$ cat src/rtl/fcs_pkg.sv
// constants for the flash command sequencer host controller
// assumes a 100 MHz clock and a parallel flash with active-low strobes
package fcs_pkg;
	// ------------------------------------------------------------
	// flash command codes
	// ------------------------------------------------------------
	localparam logic [7:0] CMD_READ_ARRAY = 8'hff;
	localparam logic [7:0] CMD_IDENTIFY = 8'h90;
	localparam logic [7:0] CMD_READ_STATUS = 8'h70;
	localparam logic [7:0] CMD_CLEAR_STATUS = 8'h50;
	localparam logic [7:0] CMD_ERASE_SETUP = 8'h20;
	localparam logic [7:0] CMD_ERASE_CONFIRM = 8'hd0;
	localparam logic [7:0] CMD_SUSPEND = 8'hb0;
	localparam logic [7:0] CMD_PROGRAM_SETUP = 8'h40;
	localparam logic [7:0] CMD_PROGRAM_SETUP_ALT = 8'h10;
	localparam logic [15:0] NULL_WORD = 16'hffff;
	localparam logic [15:0] NULL_BYTE = 16'h00ff;
	localparam logic [17:0] ID_MAKER_ADDR = 18'h00000;
	localparam logic [17:0] ID_PART_ADDR = 18'h00001;
	// ------------------------------------------------------------
	// status bit positions
	// ------------------------------------------------------------
	localparam int READY_BIT = 7;
	localparam int SUSPEND_BIT = 6;
	localparam int ERASE_FAIL_BIT = 5;
	localparam int PROGRAM_FAIL_BIT = 4;
	localparam int SUPPLY_MISSING_BIT = 3;
	// ------------------------------------------------------------
	// controller register map (avalon word addresses)
	// ------------------------------------------------------------
	localparam logic [2:0] REG_CTRL = 3'h0;
	localparam logic [2:0] REG_ADDR = 3'h1;
	localparam logic [2:0] REG_WDATA = 3'h2;
	localparam logic [2:0] REG_RDATA = 3'h3;
	localparam logic [2:0] REG_STATUS = 3'h4;
	localparam logic [31:0] UNMAPPED_VALUE = 32'h00000000;
	// ------------------------------------------------------------
	// bus timing on the flash pins
	// ------------------------------------------------------------
	localparam int CLK_PERIOD_NS = 10;
	localparam int STROBE_LOW_NS = 70;
	localparam int STROBE_HIGH_NS = 30;
	localparam int STROBE_LOW_CYC = (STROBE_LOW_NS + CLK_PERIOD_NS - 1) / CLK_PERIOD_NS;
	localparam int STROBE_HIGH_CYC = (STROBE_HIGH_NS + CLK_PERIOD_NS - 1) / CLK_PERIOD_NS;
	localparam logic [3:0] CTRL_RESET = 4'h0;
	// operations ordered by software
	typedef enum logic [3:0] {
		FCS_OP_READ_ARRAY, FCS_OP_IDENTIFY, FCS_OP_READ_STATUS, FCS_OP_CLEAR_STATUS,
		FCS_OP_PROGRAM, FCS_OP_ERASE, FCS_OP_SUSPEND, FCS_OP_RESUME,
		FCS_OP_READ, FCS_OP_CANCEL_PROGRAM, FCS_OP_NONE
	} fcs_op_t;
endpackage

$ cat src/rtl/fcs_host.sv
// host controller that drives a parallel flash through its command set
// assumes fcs_pkg, an avalon-mm master and a flash on the pin side
//
// The Avalon-MM slave port and the register addresses were left to the implementer.
module fcs_host (
	input wire logic clock,
	input wire logic rst_b,
	input wire logic [2:0] avs_address,
	input wire logic avs_read,
	input wire logic avs_write,
	input wire logic [31:0] avs_writedata,
	output logic [31:0] avs_readdata,
	output logic avs_waitrequest,
	input wire logic byte_mode,
	output logic [17:0] flash_addr,
	output logic [15:0] flash_dq_out,
	output logic flash_dq_oe,
	input wire logic [15:0] flash_dq_in,
	output logic flash_ce_b,
	output logic flash_we_b,
	output logic flash_oe_b,
	output logic program_supply_high
);
	typedef enum logic [2:0] {
		FCS_IDLE, FCS_FIRST, FCS_SECOND, FCS_POLL, FCS_POLL_WAIT
	} fcs_state_t;
	typedef enum logic [1:0] {
		FCS_MODE_ARRAY, FCS_MODE_IDENT, FCS_MODE_STATUS, FCS_MODE_SUSPEND
	} fcs_mode_t;

	fcs_state_t state_ff;
	fcs_mode_t mode_ff;
	fcs_pkg::fcs_op_t op_ff;
	logic [17:0] addr_ff;
	logic [15:0] wdata_ff;
	logic [15:0] rdata_ff;
	logic [7:0] status_ff;
	logic busy_ff;
	logic refused_ff;
	logic erasing_ff;
	logic cyc_start;
	logic cyc_write;
	logic [17:0] cyc_addr;
	logic [15:0] cyc_wdata;
	logic cyc_idle;
	logic cyc_done;
	logic [15:0] cyc_rdata;
	logic [7:0] nxt_status;

	// status byte as seen on the low data lane
	function automatic logic [7:0] low_byte(input logic [15:0] v);
		return v[7:0];
	endfunction

	// a command byte placed on the low lane
	function automatic logic [15:0] cmd_word(input logic [7:0] c);
		return {8'h00, c};
	endfunction

	// ------------------------------------------------------------
	// pin cycle engine
	// ------------------------------------------------------------
	fcs_bus_cycle u_cycle (
		.clock(clock),
		.rst_b(rst_b),
		.start(cyc_start),
		.is_write(cyc_write),
		.addr(cyc_addr),
		.wdata(cyc_wdata),
		.idle(cyc_idle),
		.done(cyc_done),
		.rdata_ff(cyc_rdata),
		.flash_addr_ff(flash_addr),
		.flash_dq_out_ff(flash_dq_out),
		.flash_dq_oe_ff(flash_dq_oe),
		.flash_dq_in(flash_dq_in),
		.flash_ce_b_ff(flash_ce_b),
		.flash_we_b_ff(flash_we_b),
		.flash_oe_b_ff(flash_oe_b)
	);

	// ------------------------------------------------------------
	// avalon slave
	// ------------------------------------------------------------
	// writes to the control register wait while an operation runs
	assign avs_waitrequest = avs_write && (avs_address == fcs_pkg::REG_CTRL)
		&& (state_ff != FCS_IDLE);

	// read mux; data from registers
	always_comb begin
		case (avs_address)
			fcs_pkg::REG_ADDR: avs_readdata = {14'h0000, addr_ff};
			fcs_pkg::REG_WDATA: avs_readdata = {16'h0000, wdata_ff};
			fcs_pkg::REG_RDATA: avs_readdata = {16'h0000, rdata_ff};
			fcs_pkg::REG_STATUS: avs_readdata = {20'h00000, refused_ff, erasing_ff,
				busy_ff || (state_ff != FCS_IDLE), mode_ff == FCS_MODE_SUSPEND, status_ff};
			fcs_pkg::REG_CTRL: avs_readdata = {28'h0000000, op_ff};
			default: avs_readdata = fcs_pkg::UNMAPPED_VALUE;
		endcase
	end

	// address and data staging registers
	always_ff @(posedge clock) begin
		if (!rst_b) begin
			addr_ff <= 18'h00000;
			wdata_ff <= 16'h0000;
		end else if (avs_write && avs_address == fcs_pkg::REG_ADDR) begin
			addr_ff <= avs_writedata[17:0];
		end else if (avs_write && avs_address == fcs_pkg::REG_WDATA) begin
			wdata_ff <= avs_writedata[15:0];
		end
	end

	// ------------------------------------------------------------
	// operation sequencer
	// ------------------------------------------------------------
	wire logic go = avs_write && (avs_address == fcs_pkg::REG_CTRL) && (state_ff == FCS_IDLE);
	wire fcs_pkg::fcs_op_t go_op = fcs_pkg::fcs_op_t'(avs_writedata[3:0]);
	// status byte returned by the last poll read
	wire logic [7:0] poll_sr = low_byte(cyc_rdata);
	wire logic supply_block = status_ff[fcs_pkg::SUPPLY_MISSING_BIT];
	wire logic erase_lock = erasing_ff && busy_ff;
	wire logic susp_ok = (go_op == fcs_pkg::FCS_OP_READ_ARRAY)
		|| (go_op == fcs_pkg::FCS_OP_RESUME) || (go_op == fcs_pkg::FCS_OP_READ_STATUS)
		|| (go_op == fcs_pkg::FCS_OP_READ);
	wire logic refuse = (supply_block && (go_op == fcs_pkg::FCS_OP_PROGRAM
		|| go_op == fcs_pkg::FCS_OP_ERASE))
		|| (erase_lock && go_op != fcs_pkg::FCS_OP_SUSPEND && go_op != fcs_pkg::FCS_OP_READ)
		|| (busy_ff && !erasing_ff && go_op != fcs_pkg::FCS_OP_READ)
		|| (mode_ff == FCS_MODE_SUSPEND && !susp_ok)
		|| (go_op == fcs_pkg::FCS_OP_RESUME && !erasing_ff)
		|| (go_op >= fcs_pkg::FCS_OP_NONE);

	assign cyc_start = cyc_idle && (state_ff == FCS_FIRST || state_ff == FCS_SECOND
		|| state_ff == FCS_POLL);
	assign cyc_write = (state_ff == FCS_FIRST) ? (op_ff != fcs_pkg::FCS_OP_READ)
		: (state_ff == FCS_SECOND);

	// first and second cycle contents for each operation
	always_comb begin
		cyc_addr = addr_ff;
		cyc_wdata = wdata_ff;
		if (state_ff == FCS_FIRST) begin
			case (op_ff)
				fcs_pkg::FCS_OP_READ_ARRAY: cyc_wdata = cmd_word(fcs_pkg::CMD_READ_ARRAY);
				fcs_pkg::FCS_OP_IDENTIFY: cyc_wdata = cmd_word(fcs_pkg::CMD_IDENTIFY);
				fcs_pkg::FCS_OP_READ_STATUS: cyc_wdata = cmd_word(fcs_pkg::CMD_READ_STATUS);
				fcs_pkg::FCS_OP_CLEAR_STATUS: cyc_wdata = cmd_word(fcs_pkg::CMD_CLEAR_STATUS);
				fcs_pkg::FCS_OP_PROGRAM: cyc_wdata = cmd_word(fcs_pkg::CMD_PROGRAM_SETUP);
				fcs_pkg::FCS_OP_CANCEL_PROGRAM:
					cyc_wdata = cmd_word(fcs_pkg::CMD_PROGRAM_SETUP_ALT);
				fcs_pkg::FCS_OP_ERASE: cyc_wdata = cmd_word(fcs_pkg::CMD_ERASE_SETUP);
				fcs_pkg::FCS_OP_SUSPEND: cyc_wdata = cmd_word(fcs_pkg::CMD_SUSPEND);
				fcs_pkg::FCS_OP_RESUME: cyc_wdata = cmd_word(fcs_pkg::CMD_ERASE_CONFIRM);
				default: cyc_wdata = wdata_ff;
			endcase
		end else if (state_ff == FCS_SECOND) begin
			case (op_ff)
				fcs_pkg::FCS_OP_ERASE: cyc_wdata = cmd_word(fcs_pkg::CMD_ERASE_CONFIRM);
				fcs_pkg::FCS_OP_CANCEL_PROGRAM:
					cyc_wdata = byte_mode ? fcs_pkg::NULL_BYTE : fcs_pkg::NULL_WORD;
				default: cyc_wdata = wdata_ff;
			endcase
		end
	end

	// state progression
	always_ff @(posedge clock) begin
		if (!rst_b) begin
			state_ff <= FCS_IDLE;
			op_ff <= fcs_pkg::FCS_OP_NONE;
		end else begin
			case (state_ff)
				FCS_IDLE: begin
					if (go && !refuse) begin
						op_ff <= go_op;
						state_ff <= FCS_FIRST;
					end
				end
				FCS_FIRST: begin
					if (cyc_done) begin
						if (op_ff == fcs_pkg::FCS_OP_PROGRAM || op_ff == fcs_pkg::FCS_OP_ERASE
							|| op_ff == fcs_pkg::FCS_OP_CANCEL_PROGRAM) begin
							state_ff <= FCS_SECOND;
						end else if (op_ff == fcs_pkg::FCS_OP_SUSPEND) begin
							state_ff <= FCS_POLL;
						end else begin
							state_ff <= FCS_IDLE;
						end
					end
				end
				FCS_SECOND: begin
					if (cyc_done) begin
						state_ff <= (op_ff == fcs_pkg::FCS_OP_CANCEL_PROGRAM) ? FCS_IDLE : FCS_POLL;
					end
				end
				FCS_POLL: begin
					if (cyc_done) begin
						state_ff <= FCS_POLL_WAIT;
					end
				end
				FCS_POLL_WAIT: begin
					if (poll_sr[fcs_pkg::READY_BIT]) begin
						state_ff <= FCS_IDLE;
					end else begin
						state_ff <= FCS_POLL;
					end
				end
				default: state_ff <= FCS_IDLE;
			endcase
		end
	end

	// mode tracking of the flash
	always_ff @(posedge clock) begin
		if (!rst_b) begin
			mode_ff <= FCS_MODE_ARRAY;
		end else if (state_ff == FCS_FIRST && cyc_done) begin
			case (op_ff)
				fcs_pkg::FCS_OP_READ_ARRAY: if (mode_ff != FCS_MODE_SUSPEND) mode_ff <= FCS_MODE_ARRAY;
				fcs_pkg::FCS_OP_IDENTIFY: mode_ff <= FCS_MODE_IDENT;
				fcs_pkg::FCS_OP_READ_STATUS,
				fcs_pkg::FCS_OP_RESUME,
				fcs_pkg::FCS_OP_PROGRAM,
				fcs_pkg::FCS_OP_ERASE: mode_ff <= FCS_MODE_STATUS;
				default: mode_ff <= mode_ff;
			endcase
		end else if (state_ff == FCS_POLL_WAIT && op_ff == fcs_pkg::FCS_OP_SUSPEND
			&& poll_sr[fcs_pkg::SUSPEND_BIT]) begin
			mode_ff <= FCS_MODE_SUSPEND;
		end else if (state_ff == FCS_POLL_WAIT && op_ff == fcs_pkg::FCS_OP_ERASE
			&& poll_sr[fcs_pkg::ERASE_FAIL_BIT] && poll_sr[fcs_pkg::READY_BIT]
			&& !poll_sr[fcs_pkg::PROGRAM_FAIL_BIT]) begin
			mode_ff <= FCS_MODE_ARRAY;
		end
	end

	// ------------------------------------------------------------
	// status image, busy and error tracking
	// ------------------------------------------------------------
	always_comb begin
		nxt_status = status_ff;
		if (state_ff == FCS_POLL_WAIT) begin
			nxt_status = low_byte(cyc_rdata);
		end else if (state_ff == FCS_FIRST && cyc_done && op_ff == fcs_pkg::FCS_OP_CLEAR_STATUS) begin
			nxt_status = status_ff & 8'hc7;
		end
	end

	always_ff @(posedge clock) begin
		if (!rst_b) begin
			status_ff <= 8'h80;
			busy_ff <= 1'b0;
			erasing_ff <= 1'b0;
			refused_ff <= 1'b0;
			program_supply_high <= 1'b0;
		end else begin
			status_ff <= nxt_status;
			busy_ff <= (state_ff == FCS_POLL) || (state_ff == FCS_POLL_WAIT
				&& !poll_sr[fcs_pkg::READY_BIT]);
			if (go) begin
				refused_ff <= refuse;
			end
			if (state_ff == FCS_FIRST && op_ff == fcs_pkg::FCS_OP_ERASE) begin
				erasing_ff <= 1'b1;
			end else if (state_ff == FCS_POLL_WAIT && op_ff != fcs_pkg::FCS_OP_SUSPEND
				&& poll_sr[fcs_pkg::READY_BIT]) begin
				erasing_ff <= 1'b0;
			end
			if (state_ff == FCS_SECOND) begin
				program_supply_high <= 1'b1;
			end else if (state_ff == FCS_IDLE && mode_ff != FCS_MODE_SUSPEND) begin
				program_supply_high <= 1'b0;
			end
		end
	end

	// data read back, identify, array or status
	always_ff @(posedge clock) begin
		if (!rst_b) begin
			rdata_ff <= 16'h0000;
		end else if (state_ff == FCS_FIRST && cyc_done && op_ff == fcs_pkg::FCS_OP_READ) begin
			rdata_ff <= (mode_ff == FCS_MODE_IDENT) ? {8'h00, low_byte(cyc_rdata)} : cyc_rdata;
		end
	end
endmodule

$ cat src/rtl/fcs_bus_cycle.sv
// one timed write or read cycle on the flash pins
// assumes fcs_pkg; start is taken only while idle is high
module fcs_bus_cycle (
	input wire logic clock,
	input wire logic rst_b,
	input wire logic start,
	input wire logic is_write,
	input wire logic [17:0] addr,
	input wire logic [15:0] wdata,
	output logic idle,
	output logic done,
	output logic [15:0] rdata_ff,
	output logic [17:0] flash_addr_ff,
	output logic [15:0] flash_dq_out_ff,
	output logic flash_dq_oe_ff,
	input wire logic [15:0] flash_dq_in,
	output logic flash_ce_b_ff,
	output logic flash_we_b_ff,
	output logic flash_oe_b_ff
);
	typedef enum logic [1:0] {FCS_BC_IDLE, FCS_BC_LOW, FCS_BC_HIGH} fcs_bc_t;
	fcs_bc_t state_ff;
	logic [3:0] cnt_ff;
	logic wr_ff;

	assign idle = (state_ff == FCS_BC_IDLE);
	assign done = (state_ff == FCS_BC_HIGH) && (cnt_ff == 4'h0);

	// ------------------------------------------------------------
	// sequencing of strobe low and recovery phases
	// ------------------------------------------------------------
	always_ff @(posedge clock) begin
		if (!rst_b) begin
			state_ff <= FCS_BC_IDLE;
			cnt_ff <= 4'h0;
			wr_ff <= 1'b0;
		end else begin
			case (state_ff)
				FCS_BC_IDLE: begin
					if (start) begin
						state_ff <= FCS_BC_LOW;
						cnt_ff <= 4'(fcs_pkg::STROBE_LOW_CYC - 1);
						wr_ff <= is_write;
					end
				end
				FCS_BC_LOW: begin
					if (cnt_ff == 4'h0) begin
						state_ff <= FCS_BC_HIGH;
						cnt_ff <= 4'(fcs_pkg::STROBE_HIGH_CYC - 1);
					end else begin
						cnt_ff <= cnt_ff - 4'h1;
					end
				end
				FCS_BC_HIGH: begin
					if (cnt_ff == 4'h0) begin
						state_ff <= FCS_BC_IDLE;
					end else begin
						cnt_ff <= cnt_ff - 4'h1;
					end
				end
				default: state_ff <= FCS_BC_IDLE;
			endcase
		end
	end

	// pin drive; data and address latched by the flash on strobe rise
	always_ff @(posedge clock) begin
		if (!rst_b) begin
			flash_ce_b_ff <= 1'b1;
			flash_we_b_ff <= 1'b1;
			flash_oe_b_ff <= 1'b1;
			flash_dq_oe_ff <= 1'b0;
			flash_addr_ff <= 18'h00000;
			flash_dq_out_ff <= 16'h0000;
		end else if (state_ff == FCS_BC_IDLE && start) begin
			flash_ce_b_ff <= 1'b0;
			flash_we_b_ff <= ~is_write;
			flash_oe_b_ff <= is_write;
			flash_dq_oe_ff <= is_write;
			flash_addr_ff <= addr;
			flash_dq_out_ff <= wdata;
		end else if (state_ff == FCS_BC_LOW && cnt_ff == 4'h0) begin
			flash_ce_b_ff <= 1'b1;
			flash_we_b_ff <= 1'b1;
			flash_oe_b_ff <= 1'b1;
		end else if (state_ff == FCS_BC_HIGH && cnt_ff == 4'h0) begin
			flash_dq_oe_ff <= 1'b0; // hold data through the rising edge
		end
	end

	// read data sampled at the end of the access time
	always_ff @(posedge clock) begin
		if (!rst_b) begin
			rdata_ff <= 16'h0000;
		end else if (state_ff == FCS_BC_LOW && cnt_ff == 4'h0 && !wr_ff) begin
			rdata_ff <= flash_dq_in;
		end
	end
endmodule

$ cat config.mk
export PLATFORM = sky130hd
export DESIGN_NAME = fcs_host
export DESIGN_NICKNAME = d
export VERILOG_FILES = /design/src/rtl/fcs_pkg.sv /design/src/rtl/fcs_host.sv /design/src/rtl/fcs_bus_cycle.sv
export SDC_FILE = /design/constraint.sdc
export NUM_CORES = 1
export LEC_CHECK = 0
export ABC_CLOCK_PERIOD_IN_PS = 2800
export BUFFER_PORTS_ARGS = -buffer_cell sky130_fd_sc_hd__buf_2
export CORE_UTILIZATION = 60
export DETAILED_ROUTE_END_ITERATION = 8
export GPL_TIMING_DRIVEN = 0
export PLACE_DENSITY = 0.86
export REMOVE_ABC_BUFFERS = 1
export SYNTH_ARGS = -nofsm -noshare
export SYNTH_HDL_FRONTEND = slang
export SYNTH_HIERARCHICAL = 1
export SYNTH_SLANG_ARGS = --single-unit
$ cat constraint.sdc
create_clock -name clock -period 2.8 [get_ports clock]
set_input_delay 0.56 -clock clock [delete_from_list [all_inputs] [get_ports clock]]
set_output_delay 0.56 -clock clock [all_outputs]
set_load 0.1 [all_outputs]
==> results.toml, run 1 <==
[clock_tree]
cts_sinks = 132
clock_latency_ps = 540
cts_buffers = 17
cts_setup_buffers = 0
clock-root-buffer = "clkbuf_8"
ctsHoldBuffers = 0
clk_path_buf_depth = 2
cts_tree = "yes"
ctsHtreeMaxLevel = 4
clk_pin_slew_ps = 60

[logic_synthesis]
ys_types = 70
yosysWarnings = 6
synth_enable_flop_cells = 0
netlist_instances = 812
async_flop_share_pct = 0
ys_ff_latch = 132
ys_seq_area_share_pct = 40.30
ys.flop_type = "dfxtp_1"
syn_avg_cell_area_sq_um = 8.076
syn-cell-area_sq_um = 6558

[global_routing]
grt_max_degree = 94
grt.total_usage_pct = 32.30
grt_pass1_vias = 5598
grt_pass1_wl_mm = 28.32
grt_overflow_total = 0
antenna_found_initial = 0

[layout]
antenna_cells = 0
fin_nets = 930
area_growth_pct = 15.34
most-common-layout-cells = "nand2_1 (211), dfxtp_1 (126), buf_2 (92)"
final_common_cell = "nand2_1"
postLayoutCellArea_sq_um = 7564
drive_above_1_share_pct = 21.02
fill_cells = 827

[routing]
drc_errors = 0
drt-vias-per-instance = 6.015
drt_iter0_drc = 529
vias = 6111
wl_per_cell_um = 17.53
routed_wl_mm = 17.81
first_pass_iters = 5
ant_nets = 0

[place]
dpl.hpwl_mm = 11.12
globalplace.congestion = 0.8973
io_buffers = 98
place_area_sq_um = 6892

[timing]
skew_ps = 6.521
slew_headroom_pct = 9.775
finalHoldViolCount = 0
maxSlewViolCount = 0
setup_viol = 0
finalCritPeriodShare_pct = 99.82
min_period_ps = 2795
max_freq_mhz = 357.8
tightest_slew_ps = 1348

[power]
p_total_mw = 5.142
power_density_nw_per_um2 = 679.9
peakVddDrop_mv = 0.5874
leakage_nw = 2.967

[hold_path]
min_to = "u_cycle/rdata_ff[2]"
min-delay-start = "flash_dq_in[2]"
hold_path_depth = 3
hold_class = "input port to flip-flop"

[critical_path]
r2r_slack_ps = 170
cp_max_fo = 27
ff2ff_path_depth = 8
cp_data_arrival_time_ps = 2230
crit_type = "input port to output pin"
worstReg2RegStart = "u_cycle/cnt_ff[0]"
crit_path_end_kind = "output pin"
reg2reg_to = "rdata_ff[15]"
crit_path_start_kind = "input port"
crit_required_ps = 2240

[die]
start_util_pct = 62.68
core-area_sq_um = 10460
rows = 37
io_pins = 128
die_w_um = 106.5
die_y_um = 106.5
fp.dieArea_sq_um = 11350

[run_status]
status = "finished clean"

[flow_run]
maxCapViolations = 0
## through the flow
step	hold WS, ps	cells	setup slack (ps)	util [%]	setup TNS, ps
floorplan	428.4	749	-684.1	-	-5591
global placement	439.5	983	-994.4	65.65	-63230
detailed placement	445.3	984	-547.1	65.87	-6374
CTS	215.5	1016	4.293	72.11	0
global route	223.0	1016	-18.16	72.29	-18.16
finish	235.7	1016	5.169	72.29	0
## cell type report
cell class              count  area [sq um]  share of cell area [%]
clock inverters            11         173.9                   2.299
flip-flops and latches    132          2650                   35.04
multi-input cells         606          3543                   46.85
repair buffers             99         525.5                   6.948
inverters                  11         41.29                  0.5459
clock buffers              21         459.2                   6.071
well taps                 136         170.2                   2.250
## how the worst max path moves through the flow
stage,from,endpoint,slack [ps]
after floorplan,avs_address[1],avs_readdata[16],-680
after global placement,rst_b,op_ff[3],-990
after detailed placement,avs_address[1],avs_readdata[0],-550
after CTS,state_ff[2],avs_readdata[9],4
after global routing,avs_address[1],avs_readdata[2],-20
final,avs_address[1],avs_readdata[2],5
## metal layers
layer	wire, um	vias up	part of all wire [%]	track usage [%]
met2	8708	344	49	54.68
met1	7186	2832	40	40.30
met5	0	-	0	0
li1	-	2899	-	-
met3	1586	36	8.9	7.541
met4	330	0	1.9	10.86
## state kept, by name, indices dropped and copies added, names as in the netlist, 2 cells and up
name and cells:
op_ff 4, status_ff 8, mode_ff 2, u_cycle/rdata_ff 16, u_cycle/flash_addr_ff 18, u_cycle/cnt_ff 4
u_cycle/flash_dq_out_ff 16, state_ff 3, wdata_ff 16, rdata_ff 16, addr_ff 18, u_cycle/state_ff 2
## synth_stat cells (3+ instances only)
| master | n | area (sq um) |
|---|---|---|
| and3_1 | 4 | 25.02 |
| nand2_1 | 212 | 795.8 |
| a21o_1 | 3 | 22.52 |
| o22ai_1 | 15 | 93.84 |
| a21boi_0 | 24 | 180.2 |
| nor3b_2 | 4 | 50.05 |
| a31oi_1 | 8 | 50.05 |
| mux2i_1 | 20 | 200.2 |
| a21oi_1 | 74 | 370.4 |
| dfxtp_1 | 132 | 2643 |
| a22oi_1 | 15 | 112.6 |
| buf_4 | 17 | 127.6 |
| nor2_1 | 26 | 97.59 |
| o21ai_0 | 14 | 70.07 |
| buf_6 | 3 | 33.78 |
| inv_1 | 11 | 41.29 |
| a211oi_1 | 3 | 22.52 |
| buf_2 | 20 | 100.1 |
| clkbuf_1 | 32 | 120.1 |
| nand3_2 | 10 | 100.1 |
| nor2b_1 | 10 | 62.56 |
| o21a_1 | 12 | 90.09 |
| a21boi_1 | 12 | 90.09 |
| o31ai_1 | 7 | 52.55 |
| o21ai_1 | 4 | 20.02 |
| nand2b_1 | 12 | 75.07 |
| o21ai_2 | 14 | 122.6 |
| buf_1 | 3 | 11.26 |
| nand3b_1 | 3 | 22.52 |
| mux2_2 | 5 | 56.30 |
| nor3b_1 | 5 | 37.54 |
| ha_1 | 7 | 87.58 |
| a211o_1 | 4 | 35.03 |
| nand3_1 | 23 | 115.1 |
## timing repair
action	in CTS	in global routing
resized for setup	9	9
hold endpoints to repair	0	0
gates cloned	0	0
endpoints found under the setup margin	33	11
## critical path, stage by stage
cell     delay, ps
buf_4          330
nor2b_4        420
a21oi_1        150
o22ai_1        260
buf_2          490
## report_power, final
| part | leakage [nW] | switching (mW) | internal [mW] | total [mW] |
|---|---|---|---|---|
| clock network | 0.301 | 0.853 | 1.52 | 2.37 |
| registers | 1.07 | 0.0721 | 1.95 | 2.02 |
| logic | 1.60 | 0.525 | 0.219 | 0.744 |
| total | 2.97 | 1.45 | 3.69 | 5.14 |
## cells by family after synthesis
| logic type | synth area share (%) |
|---|---|
| buffers and inverters | 6.697 |
| adders and majority gates | 1.336 |
| xor gates and xnor gates | 0.1336 |
| muxes | 3.911 |
| DFF | 40.30 |
| and+or+nand+nor | 24.44 |
| other | 0.05719 |
| AOI/OAI and AO/OA | 23.13 |
No activity file was read; power rests on OpenSTA's default activity.
==> inputs of run 2 (changes only) <==
--- a/config.mk
+++ b/config.mk
@@ -5,12 +5,14 @@
 export SDC_FILE = /design/constraint.sdc
 export NUM_CORES = 1
 export LEC_CHECK = 0
+export ABC_AREA = 1
 export ABC_CLOCK_PERIOD_IN_PS = 2800
 export BUFFER_PORTS_ARGS = -buffer_cell sky130_fd_sc_hd__buf_2
-export CORE_UTILIZATION = 60
+export CORE_MARGIN = 4
+export CORE_UTILIZATION = 59
 export DETAILED_ROUTE_END_ITERATION = 8
 export GPL_TIMING_DRIVEN = 0
-export PLACE_DENSITY = 0.86
+export PLACE_DENSITY = 0.85
 export REMOVE_ABC_BUFFERS = 1
 export SYNTH_ARGS = -nofsm -noshare
 export SYNTH_HDL_FRONTEND = slang
==> results.toml, run 2 <==
[timing]
slew_headroom_pct = 36.35
max_freq_mhz = 366.5
skew_ps = 7.456
setup_viol = 0
fin_ws_ps = 71.63
min_period_ps = 2728
finalHoldViolCount = 0
finalCritPeriodShare_pct = 97.44
maxSlewViolCount = 0
tightest_slew_ps = 951.3

[die]
core-area_sq_um = 9955
fp.dieArea_sq_um = 12090
io_pins = 128
die_w_um = 110.0
die_y_um = 110.0
rows = 36
start_util_pct = 61.61

[power]
leakage_nw = 3.301
p_total_mw = 5.709
power_density_nw_per_um2 = 794.1
peakVddDrop_mv = 0.5102

[logic_synthesis]
ys.flop_type = "dfxtp_1"
yosysWarnings = 6
ys_seq_area_share_pct = 43.08
netlist_instances = 876
netlist.area_leader.share_pct = 43.08
synth.most_common_cell = "nor2_1"
synthTopCellsByArea = "dfxtp_1 (43%), nor2_1 (12%), nand2_1 (9.3%)"
async_flop_share_pct = 0
ys_ff_latch = 132
syn_avg_cell_area_sq_um = 7.002
synth_area_leader_cell = "dfxtp_1"
ys_types = 36
syn-cell-area_sq_um = 6133
synth_enable_flop_cells = 0
synthTopCellsByCount = "nor2_1 (195), nand2_1 (152), dfxtp_1 (132), o21ai_0 (100), inv_1 (58)"

[critical_path]
crit_required_ps = 2240
path_delay_family = "buffers and inverters"
crit_path_end_kind = "output pin"
cp_max_fo = 14
cp_cell_sequence = "buf_2 -> inv_1 -> nor2_1 -> nand2_1 -> clkinvlp_4 -> a22oi_1 -> o211ai_1 -> clkbuf_4"
cp_slowest_stage_delay_ps = 350
cp_data_arrival_time_ps = 2170
path_buf_inv = 4
crit_type = "input port to output pin"
crit_path_start_kind = "input port"
crit_slowest_cell = "clkinvlp_4"

[clock_tree]
cts_tree = "yes"
cts_sinks = 132
ctsHtreeMaxLevel = 4
clk_pin_slew_ps = 60
cts_buffers = 17
clk_path_buf_depth = 2
clock_latency_ps = 530
clock-root-buffer = "clkbuf_8"

[routing]
drt-vias-per-instance = 5.525
wl_per_cell_um = 15.19
drt_iter0_drc = 615
ant_nets = 0
routed_wl_mm = 16.75
vias = 6094
drc_errors = 0
first_pass_iters = 6

[global_routing]
grt_overflow_total = 0
grt_max_degree = 116
antenna_found_initial = 0
grt.total_usage_pct = 28.04
grt_pass1_vias = 5317
grt_pass1_wl_mm = 26.35

[layout]
postLayoutCoreUtil_pct = 72.22
antenna_cells = 0
most-common-layout-cells = "nor2_1 (195), nand2_1 (151), dfxtp_1 (132)"
instances_no_fill = 1103
top_regs = "addr_ff x18, u_cycle/flash_addr_ff x18"
fin_nets = 1020
final_common_cell = "nor2_1"
drive_above_1_share_pct = 17.22
area_growth_pct = 17.22

[place]
globalplace.congestion = 0.8900
place_inst = 1068
io_buffers = 98
dpl.hpwl_mm = 10.91
place_ws_ps = -1073

[run_status]
status = "finished clean"

[hold_path]
hold_class = "input port to flip-flop"

[flow_run]
maxCapViolations = 0
-- run 2: area by class of cell --
| cell class | instances | area, sq um |
|---|---|---|
| Clock buffer | 18 | 417.9 |
| Clock inverter | 14 | 178.9 |
| Fill cell | 835 | 2765 |
| Inverter | 73 | 286.5 |
| Multi-Input combinational cell | 631 | 2947 |
| Sequential cell | 132 | 2643 |
| Tap cell | 133 | 166.4 |
| Timing Repair Buffer | 102 | 550.5 |
-- run 2: stage by stage --
stage	hold slack, ps	setup TNS, ps	area (sq um)
final	250.9	0	7189
after global routing	252.6	-37.29	7189
after CTS	248.9	0	7154
after detailed placement	454.3	-31090	6550
after global placement	449.5	-29130	6520
after floorplan	439.3	-105.6	5863
-- run 2: per-layer routing --
| layer | share of wire [%] | global-route usage [%] | routed length (um) |
|---|---|---|---|
| met1 | 44 | 38.19 | 7328 |
| met3 | 9.6 | 6.342 | 1610 |
| met2 | 45 | 44.15 | 7477 |
| met4 | 2.0 | 8.994 | 334 |
| met5 | 0 | 0 | 0 |
-- run 2: cells by family after synthesis --
family	Yosys count	share of synthesized area, %
and+or+nand+nor	408	27.74
AOI/OAI and AO/OA	201	17.83
DFF	132	43.08
buffers and inverters	126	9.710
adders and majority gates	7	1.428
xor gates and xnor gates	1	0.1428
other	1	0.06114
-- run 2: final timing paths --
path / start / endpoint / slack, ps / cells after the start
worst max register to register: u_cycle/state_ff[1] / u_cycle/flash_we_b_ff / 370 / 9
worst min register to register: status_ff[4] / status_ff[4] / 460 / 2
worst max-delay path: avs_address[0] / avs_readdata[4] / 70 / 8
worst min-delay path: flash_dq_in[11] / u_cycle/rdata_ff[11] / 250 / 3
-- run 2: repair_timing --
item / CTS / global route
hold buffers: 0 / 0
setup buffers: 0 / 3
pin swaps: 0 / 0
endpoints found under the hold margin: 0 / 0
gates cloned: 0 / 0
setup endpoints to repair: 43 / 11
resized for setup: 3 / 6
-- run 2: power by group --
group | total [mW] | leakage [nW] | switching (mW) | internal, mW
logic | 1.24 | 1.95 | 0.962 | 0.278
registers | 2.21 | 1.07 | 0.137 | 2.07
clock network | 2.26 | 0.282 | 0.889 | 1.37
total | 5.71 | 3.30 | 1.99 | 3.72
-- run 2: worst reg2reg max path, stage by stage (launching register included) --
cell     delay (ps)
dfxtp_1         350
inv_1           110
ha_1            200
nand2_1          70
nor2_1          150
nand2_2         450
inv_4           540
nand2_1         260
o21ai_0         140
nand2_1          60
